$ cat src/inc/acl_consts.vh
// Offsets, field positions and reset values of the capability register bank
`ifndef ACL_CONSTS_VH
`define ACL_CONSTS_VH

// Word offsets of the bank
`define ACL_OFS_ACS_HDR 12'h220
`define ACL_OFS_ACS_CTRL 12'h224
`define ACL_OFS_EGRESS 12'h228
`define ACL_OFS_LTR_HDR 12'h230
`define ACL_OFS_SNOOP 12'h234

// Capability header fields
`define ACL_HDR_ID_LSB 0
`define ACL_HDR_VER_LSB 16
`define ACL_HDR_NEXT_LSB 20
`define ACL_ACS_ID 16'h000D
`define ACL_LTR_ID 16'h0018
`define ACL_CAP_VER 4'h1
`define ACL_NEXT_PTR 12'h240

// Access-control capability/control word
`define ACL_FEAT_NUM 7
`define ACL_FEAT_CAP_LSB 0
`define ACL_FEAT_CAP_VAL 7'h7F
`define ACL_VEC_SIZE_LSB 8
`define ACL_VEC_SIZE_VAL 8'h08
`define ACL_FEAT_EN_LSB 16
`define ACL_FEAT_EN_RST 7'h00

// Egress control vector
`define ACL_EGRESS_W 8
`define ACL_EGRESS_RST 8'h00

// Snoop latency word
`define ACL_SNOOP_VAL_LSB 0
`define ACL_SNOOP_VAL_W 10
`define ACL_SNOOP_VAL_RST 10'h000
`define ACL_SNOOP_SCL_LSB 10
`define ACL_SNOOP_SCL_W 3
`define ACL_SNOOP_SCL_RST 3'h0

`endif

$ cat src/rtl/acl_cap_regs.v
// Access-control and latency-tolerance capability registers, Wishbone slave
//
// The Wishbone interface to the registers was chosen for this implementation.
`timescale 1ns/100ps
`include "acl_consts.vh"

module acl_cap_regs (
  // Clock, reset and enable
  input wire clk_i,
  input wire rst_i,
  input wire ce_i,
  // Port role: high on the upstream port, same-domain static strap
  input wire upstream_i,
  // Wishbone slave
  input wire cyc_i,
  input wire stb_i,
  input wire we_i,
  input wire [11:0] adr_i,
  input wire [3:0] sel_i,
  input wire [31:0] dat_i,
  output reg [31:0] dat_o,
  output reg ack_o,
  // Settings for the routing and power logic
  output reg [6:0] acs_en_o,
  output reg [7:0] egress_block_o,
  output reg [9:0] snoop_lat_val_o,
  output reg [2:0] snoop_lat_scale_o
);

  ////////////////////////////////////////////////////////////////////////
  // Decode

  localparam [1:0] ST_IDLE = 2'b01;
  localparam [1:0] ST_ACK = 2'b10;

  reg [1:0] state_q;
  reg [1:0] state_d;
  reg [6:0] acs_en_q;
  reg [7:0] egress_q;
  reg [9:0] snoop_val_q;
  reg [2:0] snoop_scl_q;

  wire req;
  wire hit_acs_ctrl;
  wire hit_egress;
  wire hit_snoop;
  wire [31:0] acs_ctrl_word;
  wire [31:0] egress_word;
  wire [31:0] snoop_word;
  wire [31:0] acs_ctrl_new;
  wire [31:0] egress_new;
  wire [31:0] snoop_new;
  reg [31:0] rd_word;

  // Header word from identifier; pointer is shared by both headers
  function [31:0] cap_header;
    input [15:0] id;
    begin
      // Fields sit back to back: pointer, version, identifier
      cap_header = {`ACL_NEXT_PTR, `ACL_CAP_VER, id};
    end
  endfunction

  // Which words exist on this port
  function present;
    input [11:0] adr;
    input up;
    begin
      case (adr)
        `ACL_OFS_ACS_HDR,
        `ACL_OFS_ACS_CTRL,
        `ACL_OFS_EGRESS:
          present = ~up;
        `ACL_OFS_LTR_HDR,
        `ACL_OFS_SNOOP:
          present = up;
        default:
          present = 1'b0;
      endcase
    end
  endfunction

  assign req = cyc_i & stb_i & (state_q == ST_IDLE);
  assign hit_acs_ctrl = present(adr_i, upstream_i) &&
                        (adr_i == `ACL_OFS_ACS_CTRL);
  assign hit_egress = present(adr_i, upstream_i) &&
                      (adr_i == `ACL_OFS_EGRESS);
  assign hit_snoop = present(adr_i, upstream_i) &&
                     (adr_i == `ACL_OFS_SNOOP);

  ////////////////////////////////////////////////////////////////////////
  // Register words as seen by software

  assign acs_ctrl_word = ({25'h0000000, acs_en_q} << `ACL_FEAT_EN_LSB) |
                         ({24'h000000, `ACL_VEC_SIZE_VAL}
                           << `ACL_VEC_SIZE_LSB) |
                         ({25'h0000000, `ACL_FEAT_CAP_VAL}
                           << `ACL_FEAT_CAP_LSB);
  assign egress_word = {24'h000000, egress_q};
  assign snoop_word = ({29'h00000000, snoop_scl_q} << `ACL_SNOOP_SCL_LSB) |
                      ({22'h000000, snoop_val_q} << `ACL_SNOOP_VAL_LSB);

  // Only the enable bits are writable in the control word
  acl_wr_merge u_merge_ctrl (
    .old_i(acs_ctrl_word),
    .wdat_i(dat_i),
    .sel_i(sel_i),
    .wmask_i(32'h007F0000),
    .new_o(acs_ctrl_new)
  );

  acl_wr_merge u_merge_egress (
    .old_i(egress_word),
    .wdat_i(dat_i),
    .sel_i(sel_i),
    .wmask_i(32'h000000FF),
    .new_o(egress_new)
  );

  // Reserved bits 15:13 and the no-snoop half are not writable here
  acl_wr_merge u_merge_snoop (
    .old_i(snoop_word),
    .wdat_i(dat_i),
    .sel_i(sel_i),
    .wmask_i(32'h00001FFF),
    .new_o(snoop_new)
  );

  // Unmapped or absent words read zero and still acknowledge
  always @* begin
    rd_word = 32'h00000000;
    if (present(adr_i, upstream_i)) begin
      case (adr_i)
        `ACL_OFS_ACS_HDR: rd_word = cap_header(`ACL_ACS_ID);
        `ACL_OFS_ACS_CTRL: rd_word = acs_ctrl_word;
        `ACL_OFS_EGRESS: rd_word = egress_word;
        `ACL_OFS_LTR_HDR: rd_word = cap_header(`ACL_LTR_ID);
        `ACL_OFS_SNOOP: rd_word = snoop_word;
        default: rd_word = 32'h00000000;
      endcase
    end
  end

  ////////////////////////////////////////////////////////////////////////
  // Bus handshake

  // One cycle of ack, then a mandatory idle cycle so a held strobe
  // is not taken twice
  always @* begin
    case (state_q)
      ST_IDLE: state_d = req ? ST_ACK : ST_IDLE;
      ST_ACK: state_d = ST_IDLE;
      default: state_d = ST_IDLE;
    endcase
  end

  always @(posedge clk_i) begin
    if (rst_i) begin
      state_q <= ST_IDLE;
      ack_o <= 1'b0;
      dat_o <= 32'h00000000;
    end else if (ce_i) begin
      state_q <= state_d;
      ack_o <= req;
      dat_o <= (req && !we_i) ? rd_word : 32'h00000000;
    end
  end

  ////////////////////////////////////////////////////////////////////////
  // Writable fields

  always @(posedge clk_i) begin
    if (rst_i) begin
      acs_en_q <= `ACL_FEAT_EN_RST;
      egress_q <= `ACL_EGRESS_RST;
      snoop_val_q <= `ACL_SNOOP_VAL_RST;
      snoop_scl_q <= `ACL_SNOOP_SCL_RST;
    end else if (ce_i && req && we_i) begin
      if (hit_acs_ctrl)
        acs_en_q <= acs_ctrl_new[`ACL_FEAT_EN_LSB +: `ACL_FEAT_NUM];
      if (hit_egress)
        egress_q <= egress_new[`ACL_EGRESS_W-1:0];
      if (hit_snoop) begin
        snoop_val_q <= snoop_new[`ACL_SNOOP_VAL_LSB +: `ACL_SNOOP_VAL_W];
        snoop_scl_q <= snoop_new[`ACL_SNOOP_SCL_LSB +: `ACL_SNOOP_SCL_W];
      end
    end
  end

  ////////////////////////////////////////////////////////////////////////
  // Outputs to routing and power logic, registered; masked off on the wrong port

  always @(posedge clk_i) begin
    if (rst_i) begin
      acs_en_o <= `ACL_FEAT_EN_RST;
      egress_block_o <= `ACL_EGRESS_RST;
      snoop_lat_val_o <= `ACL_SNOOP_VAL_RST;
      snoop_lat_scale_o <= `ACL_SNOOP_SCL_RST;
    end else if (ce_i) begin
      acs_en_o <= upstream_i ? 7'h00 : acs_en_q;
      egress_block_o <= upstream_i ? 8'h00 : egress_q;
      snoop_lat_val_o <= upstream_i ? snoop_val_q : 10'h000;
      snoop_lat_scale_o <= upstream_i ? snoop_scl_q : 3'h0;
    end
  end

endmodule

$ cat src/rtl/acl_wr_merge.v
// Byte-enable write merge for one register word
`timescale 1ns/100ps

module acl_wr_merge (
  // Old contents and bus write
  input wire [31:0] old_i,
  input wire [31:0] wdat_i,
  input wire [3:0] sel_i,
  // Bits that software may change
  input wire [31:0] wmask_i,
  // Merged word
  output wire [31:0] new_o
);

  wire [31:0] lane_mask;

  assign lane_mask = {{8{sel_i[3]}}, {8{sel_i[2]}},
                      {8{sel_i[1]}}, {8{sel_i[0]}}};

  // Read-only and reserved bits keep their value
  assign new_o = (old_i & ~(lane_mask & wmask_i)) |
                 (wdat_i & lane_mask & wmask_i);

endmodule

$ cat config.mk
export PLATFORM = sky130hd
export DESIGN_NAME = acl_cap_regs
export DESIGN_NICKNAME = d
export VERILOG_FILES = /design/src/rtl/acl_cap_regs.v /design/src/rtl/acl_wr_merge.v
export VERILOG_INCLUDE_DIRS = /design/src /design/src/inc
export SDC_FILE = /design/constraint.sdc
export NUM_CORES = 1
export LEC_CHECK = 0
export ABC_AREA = 1
export BUFFER_PORTS_ARGS = -buffer_cell sky130_fd_sc_hd__buf_2
export CORE_MARGIN = 5
export CORE_UTILIZATION = 46
export CTS_CLUSTER_SIZE = 25
export DETAILED_ROUTE_END_ITERATION = 7
export GPL_ROUTABILITY_DRIVEN = 0
export PLACE_DENSITY = 0.84
export SYNTH_ARGS = -nofsm -noshare
export SYNTH_HDL_FRONTEND = slang
export SYNTH_SLANG_ARGS = --single-unit
$ cat constraint.sdc
create_clock -name clk_i -period 1.3 [get_ports clk_i]
set_input_delay 0.13 -clock clk_i [delete_from_list [all_inputs] [get_ports clk_i]]
set_output_delay 0.13 -clock clk_i [all_outputs]
set_load 0.02 [all_outputs]
Word level (Yosys, flattened, before mapping)
Index checks and enable logic that the tools add are counted.
W data, S select, Z words.
{"block": "totals", "reg_bits": 91, "output_inout_bits": 61}
{"block": "classes", "n_reduce_logical": 12, "mux": 10, "n_bitwise": 14, "eq_ne": 6}
{"op": "$pmux W30 S5", "count": 1}
{"op": "$eq A12 B10 Y1 const B", "count": 5}
{"op": "$and A23 B23 Y23", "count": 2}
{"op": "$mux W32", "count": 1}
{"op": "$mux W30", "count": 1}
{"op": "$not A23 Y23", "count": 1}
{"op": "$or A23 B23 Y23", "count": 1}
{"op": "$and A13 B13 Y13", "count": 1}
{"op": "$not A13 Y13", "count": 1}
{"op": "$or A13 B10 Y13", "count": 1}
{"op": "$or A13 B13 Y13", "count": 1}
{"op": "$mux W10", "count": 1}
{"op": "$and A8 B8 Y8", "count": 1}
{"op": "$mux W8", "count": 1}
{"op": "$not A8 Y8", "count": 1}
{"op": "$or A8 B8 Y8", "count": 1}
{"op": "$mux W7", "count": 1}
{"op": "$logic_and A1 B1 Y1", "count": 6}
{"op": "$reduce_and A2 Y1", "count": 3}
{"op": "$mux W2", "count": 2}
{"op": "$mux W3", "count": 1}
{"op": "$reduce_or A3 Y1", "count": 1}
{"op": "$and A1 B1 Y1", "count": 2}
{"op": "$eq A2 B1 Y1 const B", "count": 1}
{"op": "other kinds (4)", "count": 4}

Depth between registers and ports, before layout
Gate-level depths: netlist of run 1.
{"block": "depth", "ltp_word": 5, "mapped_depth": 12, "depth_no_buf": 11}

By module
From an unflattened synthesis of run 1, not the netlist that was laid out.
{"block": "hier_totals", "hier_cells": 885, "area_unflattened_um2": 5499.0}
{"module": "acl_cap_regs", "cells_each": 477, "area_each_um2": 3524.6, "instances": 1}
{"module": "acl_wr_merge", "cells_each": 136, "area_each_um2": 658.1, "instances": 3}

Worst setup path before layout of run 1
OpenSTA, ideal clock, no wires.
{"block": "synth_timing", "kind": "register -> register", "startpoint": "reg ack_o", "endpoint": "reg with a tool-made name", "slack_ns": -0.130, "t_arrival_ns": 1.318, "n_path_buf": 1, "synth_period_minus_slack_ns": 1.430, "stages_incl_launch_ff": 10, "path_cell_list": "dfxtp_1 > inv_1 > nand2_1 > nor3_4 > nand2_4 > nor2_8 > nand4_4 > buf_6 > nor2_1 > nor2_1"}
{"item": "start: declaration", "line": "acl_cap_regs.v:22", "source": "output reg ack_o,"}
{"item": "start signal: assignment", "line": "acl_cap_regs.v:164", "source": "ack_o <= req;"}

Worst setup path in the final report of run 1
{"block": "layout_timing", "startpoint": "reg state_q[0]", "endpoint": "reg dat_o[18]"}
{"block": "layout_via", "elab_chain_len": 4}
{"item": "start: declaration", "line": "acl_cap_regs.v:36", "source": "reg [1:0] state_q;"}
{"item": "start signal: assignment", "line": "acl_cap_regs.v:163", "source": "state_q <= state_d;"}
{"item": "$eq A2 B1 Y1", "line": "acl_cap_regs.v:83", "source": "assign req = cyc_i & stb_i & (state_q == ST_IDLE);"}
{"item": "$and A1 B1 Y1", "line": "acl_cap_regs.v:83"}
{"item": "$logic_and A1 B1 Y1", "line": "acl_cap_regs.v:165", "source": "dat_o <= (req && !we_i) ? rd_word : 32'h00000000;"}
{"item": "$mux W32", "line": "acl_cap_regs.v:165"}
{"item": "end signal: assignment", "line": "acl_cap_regs.v:165"}
{"item": "end: declaration", "line": "acl_cap_regs.v:21", "source": "output reg [31:0] dat_o,"}
No other way between the ends.
A chain may end at the register's enable or synchronous reset.

==> impl_metrics.py, run 1 <==
metrics = {
    "cells_and_area": {
        "layout_common_cells": "101 x nand2_1, 100 x nor2_1, 92 x buf_2",
        "regArea_um2": 1587,
        "final_area_um2": 4873,
        "mostFrequentLayoutCell": "nand2_1",
        "areaGrowthSynthToFinish_pct": 32.84,
        "final_nets": 688,
        "antennaDiodeCount": 0,
        "nFillCells": 620,
        "final_layout_size_suffix_gt1_share_pct": 34.33,
        "fin_cells": 740,
        "multi_input_area_um2": 1921,
    },
    "cts": {
        "numCtsBuffers": 9,
        "clkTransAtPathRegs_ns": 0.09,
        "root_buffer": "clkbuf_8",
        "clock_sinks": 79,
        "cts_buffer_depth": 2,
        "cts_tree": "built",
        "clock_latency_ns": 0.36,
        "h-tree-depth": 3,
    },
    "sta": {
        "fin_crit_sh_pct": 117.9,
        "fmax_mhz": 652.3,
        "grt_setup_unrepaired": "yes",
        "hold_viol": 0,
        "timing.final.ws_setup_ns": -0.2330,
        "holdWs_ns": 0.01112,
        "clock_skew_ns": 0.01160,
        "setup-violations-final": 49,
        "period_needed_ns": 1.533,
        "drv_slew": 0,
    },
    "pwr": {
        "p_leak_uw": 0.002400,
        "ir_drop_mv": 0.5027,
        "p_per_area_nw_per_um2": 990.8,
    },
    "die": {
        "initial_core_util_pct": 47.23,
        "ios": 116,
        "core.rowCount": 32,
        "dieArea_um2": 9861,
        "fp.dieH_um": 99.31,
        "core_area_um2": 7767,
        "chipWidth_um": 99.31,
    },
    "worst_setup_path": {
        "crit_fanout": 6,
        "cp-end-kind": "flip-flop",
        "arrival_ns": 1.83,
        "critPathLaunchType": "flip-flop",
        "crit_type": "flip-flop to flip-flop",
        "timing.rr.start": "state_q[0]$_SDFFE_PP1P_",
        "critPathLaunch": "state_q[0]$_SDFFE_PP1P_",
        "critical_path_required_ns": 1.60,
    },
    "global_routing": {
        "globalRoute.totalOverflow": 0,
        "grt_pass1_vias": 3618,
        "grt_pass1_wl_um": 17100,
        "grt_use_total_pct": 21.67,
        "antenna_found_initial": 0,
        "grt_max_degree": 58,
    },
    "synthesis": {
        "synth.area.top_cells": "dfxtp_1 43%, nand2_1 11%, nor2_1 11%, a21oi_1 6.4%, inv_1 4.1%",
        "synth_edf_count": 0,
        "muxShareOfSynthArea_pct": 0,
        "synth.yosys.seq_area_share_pct": 43.11,
        "synth_top_family_by_area": "simple AND/OR/NAND/NOR gates",
        "synth.cell_area_um2": 3669,
        "yosys_warnings": 0,
        "synth_top_area_cell": "dfxtp_1",
        "synth_xor_area_share_pct": 0,
        "synth.distinct_cells": 27,
        "synthAdderAreaFrac_pct": 0,
        "synth_compound_area_share_pct": 12.04,
        "synthFlopType": "dfxtp_1",
        "synth_cells": 513,
        "synth_area_per_cell_um2": 7.151,
        "synth-simple-area-share_pct": 33.46,
        "ys_ff_latch": 79,
        "synth.top_cell.area_share_pct": 43.11,
        "async_flop_share_pct": 0,
    },
    "routing": {
        "via_per_inst": 5.186,
        "vias": 3838,
        "drtIter0Drc": 316,
        "ant_nets": 0,
        "drt_pre_antenna_iters": 5,
        "drc": 0,
        "routed_wl_um": 11300,
        "wl_per_cell_um": 15.26,
    },
    "run_status": {
        "outcome": "complete, but fails checks",
        "violations": "setup timing",
    },
    "hold_path": {
        "hold_path.class": "primary input to flip-flop",
        "holdCritStartpoint": "dat_i[12]",
    },
    "place": {
        "dp_hpwl_um": 7263,
        "dp_slack_ns": -0.2643,
        "port-buffer-count": 92,
        "dp.cells": 707,
        "dpl_cell_area_um2": 4323,
    },
    "run": {
        "cap_violations": 0,
    },
}
-- what timing repair did --
item	CTS	global route
buffers inserted	3	4
resized for setup	17	31
hold buffers	6	0
endpoints found under the setup margin	48	48
endpoints found under the hold margin	6	0
gates cloned	3	1
pin swaps	7	9
-- area by class of cell --
| type | count | share of cell area (%) |
|---|---|---|
| Multi-Input combinational cell | 359 | 39.41 |
| Sequential cell | 79 | 32.55 |
| Timing Repair Buffer | 133 | 17.30 |
| Inverter | 51 | 4.159 |
| Clock buffer | 12 | 3.389 |
| Tap cell | 102 | 2.619 |
| Clock inverter | 4 | 0.5648 |
-- metal layers --
metal | track usage (%) | up-vias | routed length (um)
met5 | 0 | - | 0
met4 | 10.50 | 0 | 339
met3 | 6.031 | 41 | 941
met2 | 34.92 | 173 | 5372
met1 | 26.66 | 1791 | 4642
li1 | - | 1833 | -
-- kinds of logic (layout without fill, tap and decap cells) --
group	Yosys count	count (layout)
other	1	10
flip-flops	79	79
buffers and inverters	87	200
AND/OR/NAND/NOR	263	266
AO/OA/AOI/OAI	83	83
-- path summary, 6_finish.rpt --
kind                             to  slack (ns)  cells past startpoint
max          dat_o[18]$_SDFFE_PP0P_       -0.23                      8
min                       flip-flop        0.01                      3
max reg2reg  dat_o[18]$_SDFFE_PP0P_       -0.23                      8
min reg2reg   dat_o[0]$_SDFFE_PP0P_        0.46                      2
-- power by group --
part,switching [uW],total [uW],internal [uW]
Combinational,365,560,195
Sequential,22.1,2480,2460
Clock,929,1780,855
Total,1320,4830,3510
-- Yosys cell counts, types with 4 or more instances --
library cell / instances
nand2_1: 109
nor2_1: 108
dfxtp_1: 79
a21oi_1: 47
inv_1: 40
o21ai_0: 29
buf_4: 13
nand3_1: 13
clkbuf_1: 12
inv_2: 10
nand2_2: 9
buf_2: 6
nand4_1: 6
o211ai_1: 6
buf_6: 4
-- through the flow --
step	TNS, ns	power (uW)	utilization (%)
CTS	-5.621	4790	60.50
detailed placement	-8.811	3032	55.65
finish	-9.051	4829	62.74
global placement	-6.564	3023	55.65
floorplan	-1.642	2851	-
global route	-11.97	4988	62.74
-- critical path: stages (launching register included) --
cell and delay, ns:
dfxtp_2 0.35, nand2_2 0.06, nor3_4 0.24, nand2_2 0.12, a21oi_4 0.18, buf_12 0.17
buf_8 0.12, nand4_1 0.10, a21oi_2 0.13
No activity file was read; power rests on OpenSTA's default activity.
==> inputs of run 2 (changes only) <==
--- a/config.mk
+++ b/config.mk
@@ -7,8 +7,9 @@
 export NUM_CORES = 1
 export LEC_CHECK = 0
 export ABC_AREA = 1
+export ABC_CLOCK_PERIOD_IN_PS = 1300
 export BUFFER_PORTS_ARGS = -buffer_cell sky130_fd_sc_hd__buf_2
-export CORE_MARGIN = 5
+export CORE_MARGIN = 8
 export CORE_UTILIZATION = 46
 export CTS_CLUSTER_SIZE = 25
 export DETAILED_ROUTE_END_ITERATION = 7
==> impl_metrics.py, run 2 (synthesis results as in run 1) <==
metrics = {
    "routing": {
        "vias": 3786,
        "via_per_inst": 5.144,
        "drt_pre_antenna_iters": 5,
        "routed_wl_um": 11360,
        "ant_nets": 0,
        "drc": 0,
        "drtIter0Drc": 381,
        "wl_per_cell_um": 15.43,
    },
    "hold_path": {
        "hold_path.class": "primary input to flip-flop",
        "whs_path_depth": 3,
        "holdCritStartpoint": "dat_i[8]",
    },
    "die": {
        "dieArea_um2": 11090,
        "initial_core_util_pct": 47.47,
        "core_area_um2": 7727,
        "ios": 116,
        "core.rowCount": 32,
        "fp.dieH_um": 105.3,
        "chipWidth_um": 105.3,
    },
    "cells_and_area": {
        "fin_util_pct": 62.22,
        "final_nets": 684,
        "antennaDiodeCount": 0,
        "nFillCells": 619,
        "areaGrowthSynthToFinish_pct": 31.07,
        "fin_cells": 736,
        "mostFrequentLayoutCell": "nor2_1",
        "layout_common_cells": "96 x nor2_1, 92 x nand2_1, 92 x buf_2",
        "final_layout_size_suffix_gt1_share_pct": 34.54,
    },
    "sta": {
        "setup-violations-final": 48,
        "clock_skew_ns": 0.005761,
        "period_needed_ns": 1.535,
        "drv_slew": 0,
        "hold_viol": 0,
        "fmax_mhz": 651.6,
        "timing.final.ws_setup_ns": -0.2348,
        "grt_setup_unrepaired": "yes",
        "fin_crit_sh_pct": 118.1,
    },
    "cts": {
        "clkTransAtPathRegs_ns": 0.08,
        "cts_tree": "built",
        "clock_sinks": 79,
        "clock_latency_ns": 0.35,
        "root_buffer": "clkbuf_8",
        "h-tree-depth": 3,
        "cts_buffer_depth": 2,
        "numCtsBuffers": 9,
    },
    "worst_setup_path": {
        "crit_fanout": 7,
        "critPathLaunch": "state_q[0]$_SDFFE_PP1P_",
        "critical_path_required_ns": 1.58,
        "crit_type": "flip-flop to flip-flop",
        "arrival_ns": 1.82,
        "rrSetupSlack_ns": -0.23,
        "r2r-end": "dat_o[4]$_SDFFE_PP0P_",
        "cp-end-kind": "flip-flop",
        "rr_worst_depth": 8,
        "critPathLaunchType": "flip-flop",
        "timing.rr.start": "state_q[0]$_SDFFE_PP1P_",
    },
    "pwr": {
        "ir_drop_mv": 0.6691,
        "p_total_uw": 4826,
        "p_per_area_nw_per_um2": 1004,
        "p_leak_uw": 0.002345,
    },
    "place": {
        "dp_hpwl_um": 7648,
        "dp.cells": 709,
        "port-buffer-count": 92,
    },
    "global_routing": {
        "globalRoute.totalOverflow": 0,
        "antenna_found_initial": 0,
        "grt_max_degree": 58,
        "grt_pass1_vias": 3537,
        "grt_use_total_pct": 18.41,
        "grt_pass1_wl_um": 16860,
    },
    "run_status": {
        "outcome": "complete, but fails checks",
        "violations": "setup timing",
    },
    "run": {
        "cap_violations": 0,
    },
}
[run 2: cell count changes in the layout (fill, tap and decap cells not counted), moves of 4 or more]
cell	delta
a21oi_1	+8
a21oi_2	-8
nand2_1	-9
nand2_2	+11
nor2_1	-4
nor2_2	+4
[run 2: per-stage QoR]
stage	setup WS (ns)	hold WS, ns	area, um2	setup TNS (ns)
after CTS	-0.1419	0.007891	4616	-5.122
after global routing	-0.3757	0.002643	4808	-12.49
final	-0.2348	0.01230	4808	-7.126
after global placement	-0.1639	0.3537	4350	-6.496
after floorplan	-0.07098	0.1991	3729	-1.642
after detailed placement	-0.2536	0.3626	4350	-8.357
[run 2: worst max path at each step]
stage / endpoint / slack, ns / cells after the start
floorplan: flip-flop / -0.07 / 9
global placement: flip-flop / -0.16 / 8
detailed placement: flip-flop / -0.25 / 11
CTS: flip-flop / -0.14 / 9
global route: dat_o[4]$_SDFFE_PP0P_ / -0.38 / 9
finish: dat_o[4]$_SDFFE_PP0P_ / -0.23 / 8
[run 2: area by class of cell]
cell class,count,area (um2),share of cell area [%]
inverter,51,205.2,4.268
sequential,79,1587,33.00
timing repair buffer,128,794.5,16.52
clock buffer,13,168.9,3.513
multi-input combinational,360,1901,39.53
clock inverter,3,25.02,0.5204
tap,102,127.6,2.654
[run 2: critical path: stages (launching register included)]
cell and delay [ns]:
dfxtp_2 0.35, nand2_2 0.06, nor3_4 0.23, nand2_2 0.12, a21oi_4 0.24, nand2_2 0.13, nor2_1 0.16, nor2_1 0.08
nor2_1 0.10
[run 2: where the power goes]
part | internal, uW | leakage [uW] | switching, uW
clock | 863 | 0.0000963 | 931
combinational | 187 | 0.00161 | 359
sequential | 2460 | 0.000642 | 22.9
[run 2: per-layer routing]
layer | part of all wire (%) | track usage (%) | up-vias
li1 | - | - | 1825
met1 | 42 | 23.89 | 1736
met2 | 47 | 28.64 | 192
met3 | 8.0 | 3.715 | 33
met4 | 3.1 | 8.665 | 0
met5 | 0 | 0 | -
[run 2: repair_timing]
action                                  in CTS  in global routing
cloned                                       1                  3
setup buffers                                0                  3
endpoints found under the hold margin        4                  0
endpoints found under the setup margin      48                 48
resized for setup                            5                 36
hold buffers                                 4                  0
pin swaps                                    6                  9
==> inputs of run 3 (changes only) <==
--- a/config.mk
+++ b/config.mk
@@ -9,12 +9,15 @@
 export ABC_AREA = 1
 export ABC_CLOCK_PERIOD_IN_PS = 1300
 export BUFFER_PORTS_ARGS = -buffer_cell sky130_fd_sc_hd__buf_2
+export CELL_PAD_IN_SITES_DETAIL_PLACEMENT = 0
+export CELL_PAD_IN_SITES_GLOBAL_PLACEMENT = 1
 export CORE_MARGIN = 8
-export CORE_UTILIZATION = 46
+export CORE_UTILIZATION = 32
 export CTS_CLUSTER_SIZE = 25
 export DETAILED_ROUTE_END_ITERATION = 7
 export GPL_ROUTABILITY_DRIVEN = 0
 export PLACE_DENSITY = 0.84
+export SLEW_MARGIN = 20
 export SYNTH_ARGS = -nofsm -noshare
 export SYNTH_HDL_FRONTEND = slang
 export SYNTH_SLANG_ARGS = --single-unit
==> impl_metrics.py, run 3 (synthesis results as in run 1) <==
metrics = {
    "run_status": {
        "outcome": "complete, but fails checks",
        "violations": "setup timing",
    },
    "global_routing": {
        "grt_pass1_vias": 3495,
        "grt_pass1_wl_um": 17840,
        "grt_max_degree": 58,
        "globalRoute.totalOverflow": 0,
        "grt_use_total_pct": 15.01,
        "antenna_found_initial": 0,
    },
    "pwr": {
        "p_per_area_nw_per_um2": 1115,
        "p_leak_uw": 0.002365,
        "p_total_uw": 5529,
        "ir_drop_mv": 0.6915,
    },
    "routing": {
        "drtIter0Drc": 210,
        "routed_wl_um": 11230,
        "via_per_inst": 4.645,
        "vias": 3581,
        "drc": 0,
        "ant_nets": 0,
        "drt_pre_antenna_iters": 5,
        "wl_per_cell_um": 14.56,
    },
    "worst_setup_path": {
        "cpMaxStageDelayCell": "dfxtp_4",
        "crit_type": "flip-flop to flip-flop",
        "crit_fanout": 7,
        "cp-end-kind": "flip-flop",
        "crit_family": "simple AND/OR/NAND/NOR gates",
        "arrival_ns": 1.80,
        "slowest_delay_ns": 0.34,
        "crit_path_frequent_cell": "nand2_2",
        "critical_path_required_ns": 1.57,
        "cp_cell_sequence": "inv_2, nand2_2, nor3_4, nand2_2, a21oi_4, nand2_2, nor2_1, nor2_2, nor2_1",
        "critPathBufInv": 1,
        "critPathLaunchType": "flip-flop",
    },
    "die": {
        "fp.dieH_um": 123.1,
        "dieArea_um2": 15150,
        "core.rowCount": 39,
        "ios": 116,
        "chipWidth_um": 123.1,
        "initial_core_util_pct": 32.40,
        "core_area_um2": 11320,
    },
    "cts": {
        "cts_tree": "built",
        "h-tree-depth": 3,
        "clock_sinks": 79,
        "clkTransAtPathRegs_ns": 0.06,
        "numCtsBuffers": 9,
        "root_buffer": "clkbuf_16",
        "cts_buffer_depth": 2,
        "clock_latency_ns": 0.33,
    },
    "sta": {
        "timing.final.ws_setup_ns": -0.2316,
        "hold_viol": 0,
        "setup-violations-final": 48,
        "period_needed_ns": 1.532,
        "grt_setup_unrepaired": "yes",
        "drv_slew": 0,
        "fin_crit_sh_pct": 117.8,
        "clock_skew_ns": 0.005082,
        "fmax_mhz": 652.9,
    },
    "cells_and_area": {
        "layout_common_cells": "96 x nor2_1, 92 x buf_2, 86 x nand2_1",
        "final_layout_size_suffix_gt1_share_pct": 34.93,
        "final_nets": 677,
        "areaGrowthSynthToFinish_pct": 35.16,
        "mostFrequentLayoutCell": "nor2_1",
        "final_area_um2": 4959,
    },
    "place": {
        "port-buffer-count": 92,
        "dpl_cell_area_um2": 4417,
        "dp_hpwl_um": 7948,
    },
    "run": {
        "cap_violations": 0,
    },
    "hold_path": {
        "hold_path.class": "primary input to flip-flop",
    },
}
[run 3: cell types whose count changed in the layout (fill, tap and decap cells not counted), moves of 2 or more]
cell,previous run,this run
buf_12,4,7
buf_4,27,20
clkbuf_1,1,3
clkbuf_16,0,9
clkbuf_8,12,1
dlygate4sd3_1,4,0
nand2_1,92,86
nand2_2,25,31
[run 3: final cells by class]
| cell class | count | area [um2] |
|---|---|---|
| Multi-Input combinational cell | 360 | 1921 |
| Tap cell | 143 | 178.9 |
| Clock inverter | 3 | 42.54 |
| Clock buffer | 13 | 250.2 |
| Timing Repair Buffer | 121 | 773.2 |
| Sequential cell | 79 | 1585 |
| Antenna cell | 1 | 2.502 |
| Inverter | 51 | 205.2 |
| Fill cell | 1156 | 6362 |
[run 3: through the flow]
step | util (%) | hold WS (ns) | worst slack, ns | TNS (ns) | instances
after floorplan | - | 0.1991 | -0.07098 | -1.642 | 522
after global placement | 39.01 | 0.3579 | -0.2677 | -7.504 | 747
after detailed placement | 39.01 | 0.3618 | -0.2963 | -8.885 | 747
after CTS | 42.81 | 0.01417 | -0.2108 | -7.168 | 768
after global routing | 43.78 | 0.01535 | -0.3235 | -12.01 | 770
final | 43.80 | 0.02388 | -0.2316 | -8.227 | 771
[run 3: power by group]
| group | total [uW] | switching [uW] | internal, uW |
|---|---|---|---|
| clock network | 2500 | 962 | 1540 |
| registers | 2490 | 22.1 | 2470 |
| logic | 540 | 355 | 185 |
| total | 5530 | 1340 | 4190 |
[run 3: worst reg2reg max path, cell delays in order (launching register included)]
cell and delay (ns):
dfxtp_4 0.34, inv_2 0.05, nand2_2 0.06, nor3_4 0.25, nand2_2 0.12, a21oi_4 0.25, nand2_2 0.12, nor2_1 0.15
nor2_2 0.04, nor2_1 0.10
[run 3: final timing paths]
check | slack [ns] | cells after the start | from | to
setup / recovery | -0.23 | 9 | ack_o$_SDFFE_PP0P_ | dat_o[3]$_SDFFE_PP0P_
hold / removal | 0.02 | 3 | dat_i[21] | flip-flop
setup reg to reg | -0.23 | 9 | ack_o$_SDFFE_PP0P_ | dat_o[3]$_SDFFE_PP0P_
hold reg to reg | 0.46 | 2 | dat_o[22]$_SDFFE_PP0P_ | dat_o[22]$_SDFFE_PP0P_
[run 3: per-layer routing]
metal	up-vias	GRT usage, %	part of all wire [%]
met2	107	23.41	47
met4	0	5.192	1.6
met3	13	4.384	6.9
li1	1816	-	-
met1	1645	19.43	45
met5	-	0	0
[run 3: what timing repair did]
item,4_1_cts,5_1_grt
pin swaps,6,5
gates cloned,4,0
hold buffers,0,0
buffers inserted,1,2
setup endpoints to repair,48,49
gates resized for setup,18,30
